$ cat config.mk
export PLATFORM = sky130hd
export DESIGN_NAME = epsa_port
export DESIGN_NICKNAME = d
export VERILOG_FILES = /design/src/hdl/epsa_pkg.sv /design/src/hdl/epsa_port.sv /design/src/hdl/epsa_sync.sv
export SDC_FILE = /design/constraint.sdc
export NUM_CORES = 1
export LEC_CHECK = 0
export BUFFER_PORTS_ARGS = -buffer_cell sky130_fd_sc_hd__clkbuf_2
export CORE_MARGIN = 1.5
export CORE_UTILIZATION = 45
export CTS_CLUSTER_DIAMETER = 50
export DETAILED_ROUTE_END_ITERATION = 7
export GPL_ROUTABILITY_DRIVEN = 0
export PLACE_DENSITY = 0.72
export SLEW_MARGIN = 40
export SYNTH_ARGS = -nofsm -noshare
export SYNTH_HDL_FRONTEND = slang
export SYNTH_SLANG_ARGS = --single-unit
$ cat constraint.sdc
create_clock -name clk_i -period 3.8 [get_ports clk_i]
set_clock_uncertainty 0.2 [all_clocks]
set_input_delay 0.19 -clock clk_i [delete_from_list [all_inputs] [get_ports clk_i]]
set_output_delay 0.19 -clock clk_i [all_outputs]
set_load 0.01 [all_outputs]
$ cat src/hdl/epsa_pkg.sv
// register map, field masks and reset values of the eight-bit port
// assumes byte-wide registers reached over the plain register port
// Functional notes
// RULE1 - the port has eight pins and each pin direction is chosen alone.
// RULE2 - the output latch holds one bit per pin, resets to zero, and a zero drives an output low.
// RULE3 - a latch one drives high in push-pull, and floats or is pulled up in open-drain.
// RULE4 - the direction register resets to zero, zero is input feeding port and peripheral, one is output.
// RULE5 - the function register holds bits 5 to 0, zero selects latch, one selects peripheral, bits 7 and 6 read zero.
// RULE6 - the output-type register holds bits 7 to 5 and 2 to 0, zero is push-pull, one is open-drain.
// RULE7 - a pull-up bit connects only for input mode or open-drain output, and bits 4 and 3 read zero.
// RULE8 - bits 4 and 3 act as two-way bus clock and data lines, bits 1 and 0 carry uart signals.
// RULE9 - software also programs the separate serial selection logic before using a serial pin.
// RULE10 - the input readback returns the pin for input or open-drain bits and zero for push-pull outputs.
// RULE11 - reading the output latch returns the stored values, not the pin levels.
package epsa_pkg;
  localparam logic [15:0] EPSA_OFS_LATCH  = 16'h0002;
  localparam logic [15:0] EPSA_OFS_INPUT  = 16'h000F;
  localparam logic [15:0] EPSA_OFS_DIR    = 16'h0F1C;
  localparam logic [15:0] EPSA_OFS_PULLUP = 16'h0F29;
  localparam logic [15:0] EPSA_OFS_FUNC   = 16'h0F36;
  localparam logic [15:0] EPSA_OFS_OTYPE  = 16'h0F43;
  localparam logic [7:0]  EPSA_RST_VAL    = 8'h00;
  localparam logic [7:0]  EPSA_FUNC_MASK  = 8'h3F;
  localparam logic [7:0]  EPSA_OTYPE_MASK = 8'hE7;
  localparam logic [7:0]  EPSA_PULL_MASK  = 8'hE7;
  localparam logic [7:0]  EPSA_BUS_PINS   = 8'h18;
endpackage

$ cat src/hdl/epsa_port.sv
// eight-bit general purpose port with peripheral sharing on six pins
// assumes pad cells resolve pin level from out/oe/pull; oe is active low
`timescale 1ns/1ns
module epsa_port
  import epsa_pkg::*;
#(
  parameter int WIDTH = 8
) (
  // clock and reset
  input  wire logic             clk_i,
  input  wire logic             rst_i,
  // register port
  input  wire logic [15:0]      addr_i,
  input  wire logic [7:0]       wdata_i,
  input  wire logic             wr_i,
  input  wire logic             rd_i,
  output logic      [7:0]       rdata_o,
  // pins
  input  wire logic [WIDTH-1:0] pin_i,
  output logic      [WIDTH-1:0] pin_o,
  output logic      [WIDTH-1:0] pin_oe_n_o,
  output logic      [WIDTH-1:0] pullup_o,
  // peripheral side
  input  wire logic [WIDTH-1:0] alt_out_i,
  output logic      [WIDTH-1:0] alt_in_o
);

  if (WIDTH != 8) begin : g_chk
    $error("epsa_port supports only an eight-bit port");
  end

  // decoded register, shared by the write path and the read path
  typedef enum logic [2:0] {
    EPSA_R_NONE,
    EPSA_R_LATCH,
    EPSA_R_INPUT,
    EPSA_R_DIR,
    EPSA_R_FUNC,
    EPSA_R_OTYPE,
    EPSA_R_PULL
  } epsa_reg_t;

  function automatic epsa_reg_t epsa_sel(input logic [15:0] addr);
    epsa_reg_t hit;
    hit = EPSA_R_NONE;
    if (addr == EPSA_OFS_LATCH) begin
      hit = EPSA_R_LATCH;
    end else if (addr == EPSA_OFS_INPUT) begin
      hit = EPSA_R_INPUT;
    end else if (addr == EPSA_OFS_DIR) begin
      hit = EPSA_R_DIR;
    end else if (addr == EPSA_OFS_FUNC) begin
      hit = EPSA_R_FUNC;
    end else if (addr == EPSA_OFS_OTYPE) begin
      hit = EPSA_R_OTYPE;
    end else if (addr == EPSA_OFS_PULLUP) begin
      hit = EPSA_R_PULL;
    end
    return hit;
  endfunction

  logic [7:0] latch_q;
  logic [7:0] dir_q;
  logic [7:0] func_q;
  logic [7:0] otype_q;
  logic [7:0] pull_q;
  logic [7:0] pin_sync;
  logic [7:0] src_d;
  logic [7:0] drive_n_d;
  logic [7:0] pull_d;
  logic [7:0] alt_d;
  logic [7:0] rdata_d;
  logic [7:0] readback;
  epsa_reg_t  reg_sel;

  epsa_sync #(
    .WIDTH (8)
  ) u_sync (
    .clk_i   (clk_i),
    .rst_i   (rst_i),
    .async_i (pin_i),
    .sync_o  (pin_sync)
  );

  assign reg_sel = epsa_sel(addr_i);

  // register writes; unmapped writes are ignored
  always_ff @(posedge clk_i or posedge rst_i) begin
    if (rst_i) begin
      latch_q <= EPSA_RST_VAL;
      dir_q   <= EPSA_RST_VAL;
      func_q  <= EPSA_RST_VAL;
      otype_q <= EPSA_RST_VAL;
      pull_q  <= EPSA_RST_VAL;
    end else if (wr_i) begin
      // the input readback has no storage, so its writes fall to default
      case (reg_sel)
        EPSA_R_LATCH: begin
          latch_q <= wdata_i; // [RULE2]
        end
        EPSA_R_DIR: begin
          dir_q <= wdata_i; // [RULE1] [RULE4]
        end
        EPSA_R_FUNC: begin
          func_q <= wdata_i & EPSA_FUNC_MASK; // [RULE5]
        end
        EPSA_R_OTYPE: begin
          otype_q <= wdata_i & EPSA_OTYPE_MASK; // [RULE6]
        end
        EPSA_R_PULL: begin
          pull_q <= wdata_i & EPSA_PULL_MASK; // [RULE7]
        end
        default: begin
        end
      endcase
    end
  end

  // open-drain bits show the pin too, since software reads the wired-and level;
  // bus pins under their peripheral are open-drain as well
  assign readback = pin_sync & (~dir_q | otype_q | (EPSA_BUS_PINS & func_q)); // [RULE10]

  // pin drive: bus pins (4,3) have no type bit, so with the peripheral on they are
  // always open-drain to let the far end pull the line low
  always_comb begin
    src_d     = (latch_q & ~func_q) | (alt_out_i & func_q); // [RULE5]
    drive_n_d = 8'hFF;
    pull_d    = 8'h00;
    for (int i = 0; i < 8; i++) begin
      if (dir_q[i]) begin
        if (EPSA_BUS_PINS[i] && func_q[i]) begin
          drive_n_d[i] = src_d[i]; // [RULE8]
        end else if (otype_q[i]) begin
          drive_n_d[i] = src_d[i]; // [RULE3]
          pull_d[i]    = pull_q[i]; // [RULE7]
        end else begin
          drive_n_d[i] = 1'b0; // [RULE2] [RULE3]
        end
      end else begin
        pull_d[i] = pull_q[i]; // [RULE7]
      end
    end
    // input side feeds peripherals; bus pins under their peripheral also listen while outputs
    alt_d = pin_sync & (~dir_q | (EPSA_BUS_PINS & func_q)); // [RULE4] [RULE8]
  end

  always_ff @(posedge clk_i or posedge rst_i) begin
    if (rst_i) begin
      pin_o      <= '0;
      pin_oe_n_o <= '1;
      pullup_o   <= '0;
      alt_in_o   <= '0;
    end else begin
      pin_o      <= src_d & ~drive_n_d;
      pin_oe_n_o <= drive_n_d;
      pullup_o   <= pull_d;
      alt_in_o   <= alt_d;
    end
  end

  // read data stands only in the cycle after the strobe; unmapped reads give zero
  always_comb begin
    rdata_d = 8'h00;
    case (reg_sel)
      EPSA_R_LATCH: begin
        rdata_d = latch_q; // [RULE11]
      end
      EPSA_R_INPUT: begin
        rdata_d = readback; // [RULE10]
      end
      EPSA_R_DIR: begin
        rdata_d = dir_q;
      end
      EPSA_R_FUNC: begin
        rdata_d = func_q;
      end
      EPSA_R_OTYPE: begin
        rdata_d = otype_q;
      end
      EPSA_R_PULL: begin
        rdata_d = pull_q;
      end
      default: begin
        rdata_d = 8'h00;
      end
    endcase
  end

  always_ff @(posedge clk_i or posedge rst_i) begin
    if (rst_i) begin
      rdata_o <= 8'h00;
    end else if (rd_i) begin
      rdata_o <= rdata_d;
    end else begin
      rdata_o <= 8'h00;
    end
  end

  a_latch_rdback : assert property (@(posedge clk_i) disable iff (rst_i) // [RULE11]
    (rd_i && addr_i == EPSA_OFS_LATCH) |=> rdata_o == $past(latch_q))
    else $error("latch readback differs from stored latch");

  a_func_upper0 : assert property (@(posedge clk_i) disable iff (rst_i) // [RULE5]
    func_q[7:6] == 2'b00)
    else $error("function bits 7 and 6 not zero");

  a_otype_mid0 : assert property (@(posedge clk_i) disable iff (rst_i) // [RULE6]
    otype_q[4:3] == 2'b00)
    else $error("output type bits 4 and 3 not zero");

  a_pull_mid0 : assert property (@(posedge clk_i) disable iff (rst_i) // [RULE7]
    pull_q[4:3] == 2'b00)
    else $error("pull-up bits 4 and 3 not zero");

  a_pushpull_drv : assert property (@(posedge clk_i) disable iff (rst_i) // [RULE2]
    (dir_q[7] && !otype_q[7] && !func_q[7] && $stable(dir_q) && $stable(otype_q))
    |=> (!pin_oe_n_o[7] && pin_o[7] == $past(latch_q[7])))
    else $error("push-pull pin does not follow latch");

  a_input_float : assert property (@(posedge clk_i) disable iff (rst_i) // [RULE4]
    (!dir_q[0]) |=> pin_oe_n_o[0])
    else $error("input pin is driven");

  a_od_high_float : assert property (@(posedge clk_i) disable iff (rst_i) // [RULE3]
    (dir_q[2] && otype_q[2] && !func_q[2] && latch_q[2]) |=> pin_oe_n_o[2])
    else $error("open-drain one is driven");

  a_pull_gate : assert property (@(posedge clk_i) disable iff (rst_i) // [RULE7]
    (dir_q[5] && !otype_q[5]) |=> !pullup_o[5])
    else $error("pull-up on in push-pull mode");

  a_rd_pushpull0 : assert property (@(posedge clk_i) disable iff (rst_i) // [RULE10]
    (rd_i && addr_i == EPSA_OFS_INPUT && dir_q[6] && !otype_q[6]) |=> !rdata_o[6])
    else $error("push-pull bit reads nonzero");

  a_bus_od : assert property (@(posedge clk_i) disable iff (rst_i) // [RULE8]
    (dir_q[4] && func_q[4] && alt_out_i[4]) |=> pin_oe_n_o[4])
    else $error("bus clock line driven high");

  a_rd_idle_zero : assert property (@(posedge clk_i) disable iff (rst_i) // [RULE11]
    !rd_i
    |=> rdata_o == 8'h00)
    else $error("read data not zero outside a read");

  a_dir_rdback : assert property (@(posedge clk_i) disable iff (rst_i) // [RULE4]
    (rd_i && addr_i == EPSA_OFS_DIR)
    |=> rdata_o == $past(dir_q))
    else $error("direction readback differs");

  a_func_rdback : assert property (@(posedge clk_i) disable iff (rst_i) // [RULE5]
    (rd_i && addr_i == EPSA_OFS_FUNC)
    |=> rdata_o == $past(func_q))
    else $error("function readback differs");

  a_otype_rdback : assert property (@(posedge clk_i) disable iff (rst_i) // [RULE6]
    (rd_i && addr_i == EPSA_OFS_OTYPE)
    |=> rdata_o == $past(otype_q))
    else $error("output type readback differs");

  a_pull_rdback : assert property (@(posedge clk_i) disable iff (rst_i) // [RULE7]
    (rd_i && addr_i == EPSA_OFS_PULLUP)
    |=> rdata_o == $past(pull_q))
    else $error("pull-up readback differs");

  a_rd_input_pin : assert property (@(posedge clk_i) disable iff (rst_i) // [RULE10]
    (rd_i && addr_i == EPSA_OFS_INPUT && !dir_q[1])
    |=> rdata_o[1] == $past(pin_sync[1]))
    else $error("input pin readback differs");

  a_rd_od_pin : assert property (@(posedge clk_i) disable iff (rst_i) // [RULE10]
    (rd_i && addr_i == EPSA_OFS_INPUT && dir_q[2] && otype_q[2])
    |=> rdata_o[2] == $past(pin_sync[2]))
    else $error("open-drain pin readback differs");

  a_rd_bus_pin : assert property (@(posedge clk_i) disable iff (rst_i) // [RULE8] [RULE10]
    (rd_i && addr_i == EPSA_OFS_INPUT && dir_q[4] && func_q[4])
    |=> rdata_o[4] == $past(pin_sync[4]))
    else $error("bus pin readback differs");

  a_latch_write : assert property (@(posedge clk_i) disable iff (rst_i) // [RULE2]
    (wr_i && addr_i == EPSA_OFS_LATCH)
    |=> latch_q == $past(wdata_i))
    else $error("latch write lost");

  a_dir_write : assert property (@(posedge clk_i) disable iff (rst_i) // [RULE4]
    (wr_i && addr_i == EPSA_OFS_DIR)
    |=> dir_q == $past(wdata_i))
    else $error("direction write lost");

  a_func_write : assert property (@(posedge clk_i) disable iff (rst_i) // [RULE5]
    (wr_i && addr_i == EPSA_OFS_FUNC)
    |=> func_q == ($past(wdata_i) & EPSA_FUNC_MASK))
    else $error("function write lost");

  a_otype_write : assert property (@(posedge clk_i) disable iff (rst_i) // [RULE6]
    (wr_i && addr_i == EPSA_OFS_OTYPE)
    |=> otype_q == ($past(wdata_i) & EPSA_OTYPE_MASK))
    else $error("output type write lost");

  a_pull_write : assert property (@(posedge clk_i) disable iff (rst_i) // [RULE7]
    (wr_i && addr_i == EPSA_OFS_PULLUP)
    |=> pull_q == ($past(wdata_i) & EPSA_PULL_MASK))
    else $error("pull-up write lost");

  a_od_low_drive : assert property (@(posedge clk_i) disable iff (rst_i) // [RULE2] [RULE3]
    (dir_q[0] && otype_q[0] && !func_q[0] && !latch_q[0])
    |=> (!pin_oe_n_o[0] && !pin_o[0]))
    else $error("open-drain zero not driven low");

  a_pp_high_drive : assert property (@(posedge clk_i) disable iff (rst_i) // [RULE3]
    (dir_q[1] && !otype_q[1] && !func_q[1] && latch_q[1])
    |=> (!pin_oe_n_o[1] && pin_o[1]))
    else $error("push-pull one not driven high");

  a_alt_route : assert property (@(posedge clk_i) disable iff (rst_i) // [RULE5]
    (dir_q[5] && func_q[5] && !otype_q[5])
    |=> (!pin_oe_n_o[5] && pin_o[5] == $past(alt_out_i[5])))
    else $error("peripheral output not routed");

  a_uart_route : assert property (@(posedge clk_i) disable iff (rst_i) // [RULE8]
    (dir_q[1] && func_q[1] && !otype_q[1])
    |=> (!pin_oe_n_o[1] && pin_o[1] == $past(alt_out_i[1])))
    else $error("uart output not routed");

  a_od_alt_release : assert property (@(posedge clk_i) disable iff (rst_i) // [RULE3]
    (dir_q[0] && func_q[0] && otype_q[0] && alt_out_i[0])
    |=> pin_oe_n_o[0])
    else $error("open-drain peripheral one is driven");

  a_bus_low_drive : assert property (@(posedge clk_i) disable iff (rst_i) // [RULE8]
    (dir_q[3] && func_q[3] && !alt_out_i[3])
    |=> (!pin_oe_n_o[3] && !pin_o[3]))
    else $error("bus data line not pulled low");

  a_input_pull : assert property (@(posedge clk_i) disable iff (rst_i) // [RULE7]
    !dir_q[2]
    |=> pullup_o[2] == $past(pull_q[2]))
    else $error("input pull-up does not follow enable");

  a_od_pull : assert property (@(posedge clk_i) disable iff (rst_i) // [RULE7]
    (dir_q[7] && otype_q[7])
    |=> pullup_o[7] == $past(pull_q[7]))
    else $error("open-drain pull-up does not follow enable");

  a_alt_in_input : assert property (@(posedge clk_i) disable iff (rst_i) // [RULE4]
    !dir_q[0]
    |=> alt_in_o[0] == $past(pin_sync[0]))
    else $error("input pin not fed to peripheral");

  a_alt_in_quiet : assert property (@(posedge clk_i) disable iff (rst_i) // [RULE4]
    dir_q[6]
    |=> !alt_in_o[6])
    else $error("output pin fed to peripheral");

  a_bus_listen : assert property (@(posedge clk_i) disable iff (rst_i) // [RULE8]
    (dir_q[3] && func_q[3])
    |=> alt_in_o[3] == $past(pin_sync[3]))
    else $error("bus line level not fed back");

  a_dir_indep : assert property (@(posedge clk_i) disable iff (rst_i) // [RULE1]
    (!dir_q[1] && dir_q[0] && !otype_q[0] && !func_q[0])
    |=> (pin_oe_n_o[1] && !pin_oe_n_o[0]))
    else $error("pin directions not independent");
endmodule

$ cat src/hdl/epsa_sync.sv
// three-stage synchroniser with agreement filter for the pin inputs
// assumes pins are asynchronous to clk_i
`timescale 1ns/1ns
module epsa_sync #(
  parameter int WIDTH = 8
) (
  // clock and reset
  input  wire logic             clk_i,
  input  wire logic             rst_i,
  // data
  input  wire logic [WIDTH-1:0] async_i,
  output logic      [WIDTH-1:0] sync_o
);
  logic [WIDTH-1:0] s1_q;
  logic [WIDTH-1:0] s2_q;
  logic [WIDTH-1:0] s3_q;

  always_ff @(posedge clk_i or posedge rst_i) begin
    if (rst_i) begin
      s1_q <= '0;
      s2_q <= '0;
      s3_q <= '0;
    end else begin
      s1_q <= async_i;
      s2_q <= s1_q;
      s3_q <= s2_q;
    end
  end

  // a change counts only once the second and third stages agree
  always_ff @(posedge clk_i or posedge rst_i) begin
    if (rst_i) begin
      sync_o <= '0;
    end else begin
      for (int i = 0; i < WIDTH; i++) begin
        if (s2_q[i] == s3_q[i]) begin
          sync_o[i] <= s3_q[i];
        end
      end
    end
  end
endmodule

==> results_dict.tcl <==
set metrics [dict create \
    outcome "complete, no violations" \
    final_cells 497 \
    synth.cell_area_um2 3920 \
    core_area_um2 8340 \
    synth_top_flop_cell "dfrtp_1" \
    grt_pass1_vias 2595 \
    synth.top_cells.by_count "dfrtp_1 (96), mux2_2 (38), nand2_1 (27)" \
    cp_slowest_cell "nor2_1" \
    dieArea_um2 9280 \
    clockBufferDepth 2 \
    place_inst 459 \
    drtAntennaViolNets 0 \
    yosysTopAreaCell "dfrtp_1" \
    finalMaxSlewViolations 0 \
    setup.worst_path.end_class "flop" \
    portBuffers 79 \
    synth.top_cells.by_area "dfrtp_1 (61%), mux2_2 (11%), dfstp_2 (5.4%)" \
    nFillCells 700 \
    rows 33 \
    syn_inst 274 \
    worst-path-buf-inv 1 \
    power.density_nw_per_um2 393 \
    drt-initial-drc-count 183 \
    clock_latency_ns 0.35 \
    crit_type "primary input to flop" \
    setup_tns_ns 0 \
    min_from "alt_out_i[5]" \
    yosys_warnings 0 \
    min_to "pin_oe_n_o[5]" \
    fin_nets 431 \
    reg2reg_to "rdata_o[3]" \
    r2r-start "dir_q[3]" \
    crit_path_cell_trace "clkbuf_2 > nor4bb_1 > nand2_1 > nor2_1 > nand2_1 > mux2_2" \
    ys_types 37 \
    grt_pass1_wl_um 12600 \
    cts_tree "done" \
    critPathRequiredTime_ns 3.84 \
    postLayoutCoreUtil_pct 58.4 \
    yosysTopAreaCellShare_pct 61.3 \
    drive_above_1_share_pct 38.3 \
    post-route-drc-count 0 \
    rrSetupSlack_ns 2.36 \
    area_growth_pct 24.4 \
    relSlewSlack_pct 46.2 \
    chipWidth_um 96.3 \
    cp_top_family "simple AND/OR/NAND/NOR gates" \
    start_kind "primary input" \
    via_count 2637 \
    multi_input_area_um2 1290 \
    cap_violations 0 \
    r2r_cells 3 \
    seq_area_um2 2610 \
    min_path_type "primary input to flop" \
    avgRoutedWirePerCell_um 15.9 \
    peakVddDrop_mv 0.223 \
    viasPerCell 5.31 \
    avgSynthCellArea_um2 14.3 \
    grt_max_degree 82 \
    ys_seq_area_share_pct 66.7 \
    setup_viol 0 \
    crit_path_frequent_cell "nand2_1" \
    n_antenna_cell 0 \
    fmax_ghz 0.498 \
    firstDrtPassIters 5 \
    cp_max_fo 8 \
    cp_data_arrival_time_ns 2.05 \
    cts_root_buf "clkbuf_8" \
    synth_most_common_cell "dfrtp_1" \
    fin_crit_sh_pct 52.9 \
    htree_levels 3 \
    rsz0062_at_grt "false" \
    grt_antenna_before_repair 0 \
    clk_pin_slew_ns 0.09 \
    finalHoldViolations 0 \
    period_minus_slack_ns 2.01 \
    slowest_delay_ns 0.51 \
    dp_hpwl_um 5290 \
    async_flop_share_pct 100 \
    cts_buffers 9 \
    grt_use_total_pct 18.6 \
    tightest_slew_ns 0.804 \
    p_leak_uw 0.00228 \
    io_pins 84 \
    synth_seq_cells 104 \
    die_h_um 96.3 \
    wirelength_um 7880 \
    initial_core_util_pct 47.0 \
    hold_depth 4 \
    numClockSinks 104 \
    grt-ovfl-total 0 \
    synth_edf_count 0 \
]
==> where the power goes <==
part	switching, µW	internal (µW)
logic	61.8	51.5
registers	13.5	1140
clock network	348	307
total	423	1490
==> final cells by class <==
class                   count  area share [%]
inverters                   5           0.488
clock buffers              11            2.70
well taps                 105            2.70
clock inverters             5            1.18
flip-flops and latches    104            53.6
repair buffers            103            12.9
multi-input cells         164            26.4
==> cell families after synthesis <==
group | Yosys count | synth area share, %
buffers and inverters | 7 | 0.862
multiplexers | 38 | 10.9
AND/OR/NAND/NOR | 87 | 13.5
adder cells (fa/ha/maj) | 8 | 2.04
AO/OA/AOI/OAI | 29 | 5.94
flip-flops | 104 | 66.7
other | 1 | 0.0957
==> repair_timing <==
| item | 4_1_cts | 5_1_grt |
|---|---|---|
| setup buffers | 0 | 0 |
| hold buffers | 22 | 0 |
| hold endpoints to repair | 129 | 0 |
| gates resized for setup | 0 | 0 |
| endpoints found under the setup margin | 0 | 0 |
==> cells in the final DEF (no fill, tap or decap), types with 4 or more instances in the layout <==
cell and n:
dlygate4sd3_1 22, mux2_2 38, inv_1 4, a222oi_1 6
and2_1 6, a21oi_1 5, nor2b_1 12, a32oi_1 6
maj3_1 8, clkbuf_8 9, nand2b_1 8, nor2_1 7
a31oi_1 4, dfrtp_1 96, clkbuf_2 79, dfstp_2 8
nand2_1 27, a22oi_1 4
==> tightest hold or removal path: cells and delay by family <==
family,cells,cell delay (ns)
multiplexers,1,0.15
AND/OR/NAND/NOR,2,0.12
buffers and inverters,1,0.07
==> worst max path at each step <==
stage | from | to | slack (ns) | depth (start not counted)
after floorplan | rst_i | alt_in_o[0] | 0.69 | 1
after global placement | addr_i[13] | rdata_o[3] | 1.40 | 6
after detailed placement | addr_i[13] | otype_q[1] | 1.39 | 6
after CTS | addr_i[13] | otype_q[7] | 1.77 | 6
after global routing | addr_i[5] | otype_q[0] | 1.65 | 6
final | addr_i[5] | otype_q[7] | 1.79 | 6
==> metrics by stage <==
stage               hold WS [ns]  worst slack, ns  total power [µW]  instance area, µm²
CTS                      0.00289             1.77              1940                4870
global route              0.0186             1.65              2000                4870
detailed placement         0.100             1.39              1270                4470
floorplan                 0.0214            0.691              1210                3920
global placement          0.0976             1.40              1260                4450
finish                    0.0122             1.79              1920                4870
==> sequential cells by signal, summed over array words and instances (netlist names) <==
name and flops:
u_sync.s1_q 8, pin_o 8, pullup_o 6, u_sync.s3_q 8, rdata_o 8, u_sync.s2_q 8, u_sync.sync_o 8, pull_q 6
dir_q 8, pin_oe_n_o 8, otype_q 6, func_q 6, alt_in_o 8, latch_q 8
==> routing by layer <==
layer / vias to the layer above / routed length, µm / share of wire, % / GRT usage (%)
li1: 1216 / - / - / -
met1: 1297 / 3470 / 44 / 25.2
met2: 109 / 3730 / 47 / 28.6
met3: 15 / 528 / 6.7 / 4.66
met4: 0 / 163 / 2.1 / 7.97
met5: - / 0 / 0 / 0
Note: power is estimated with default switching activity, not from simulation.
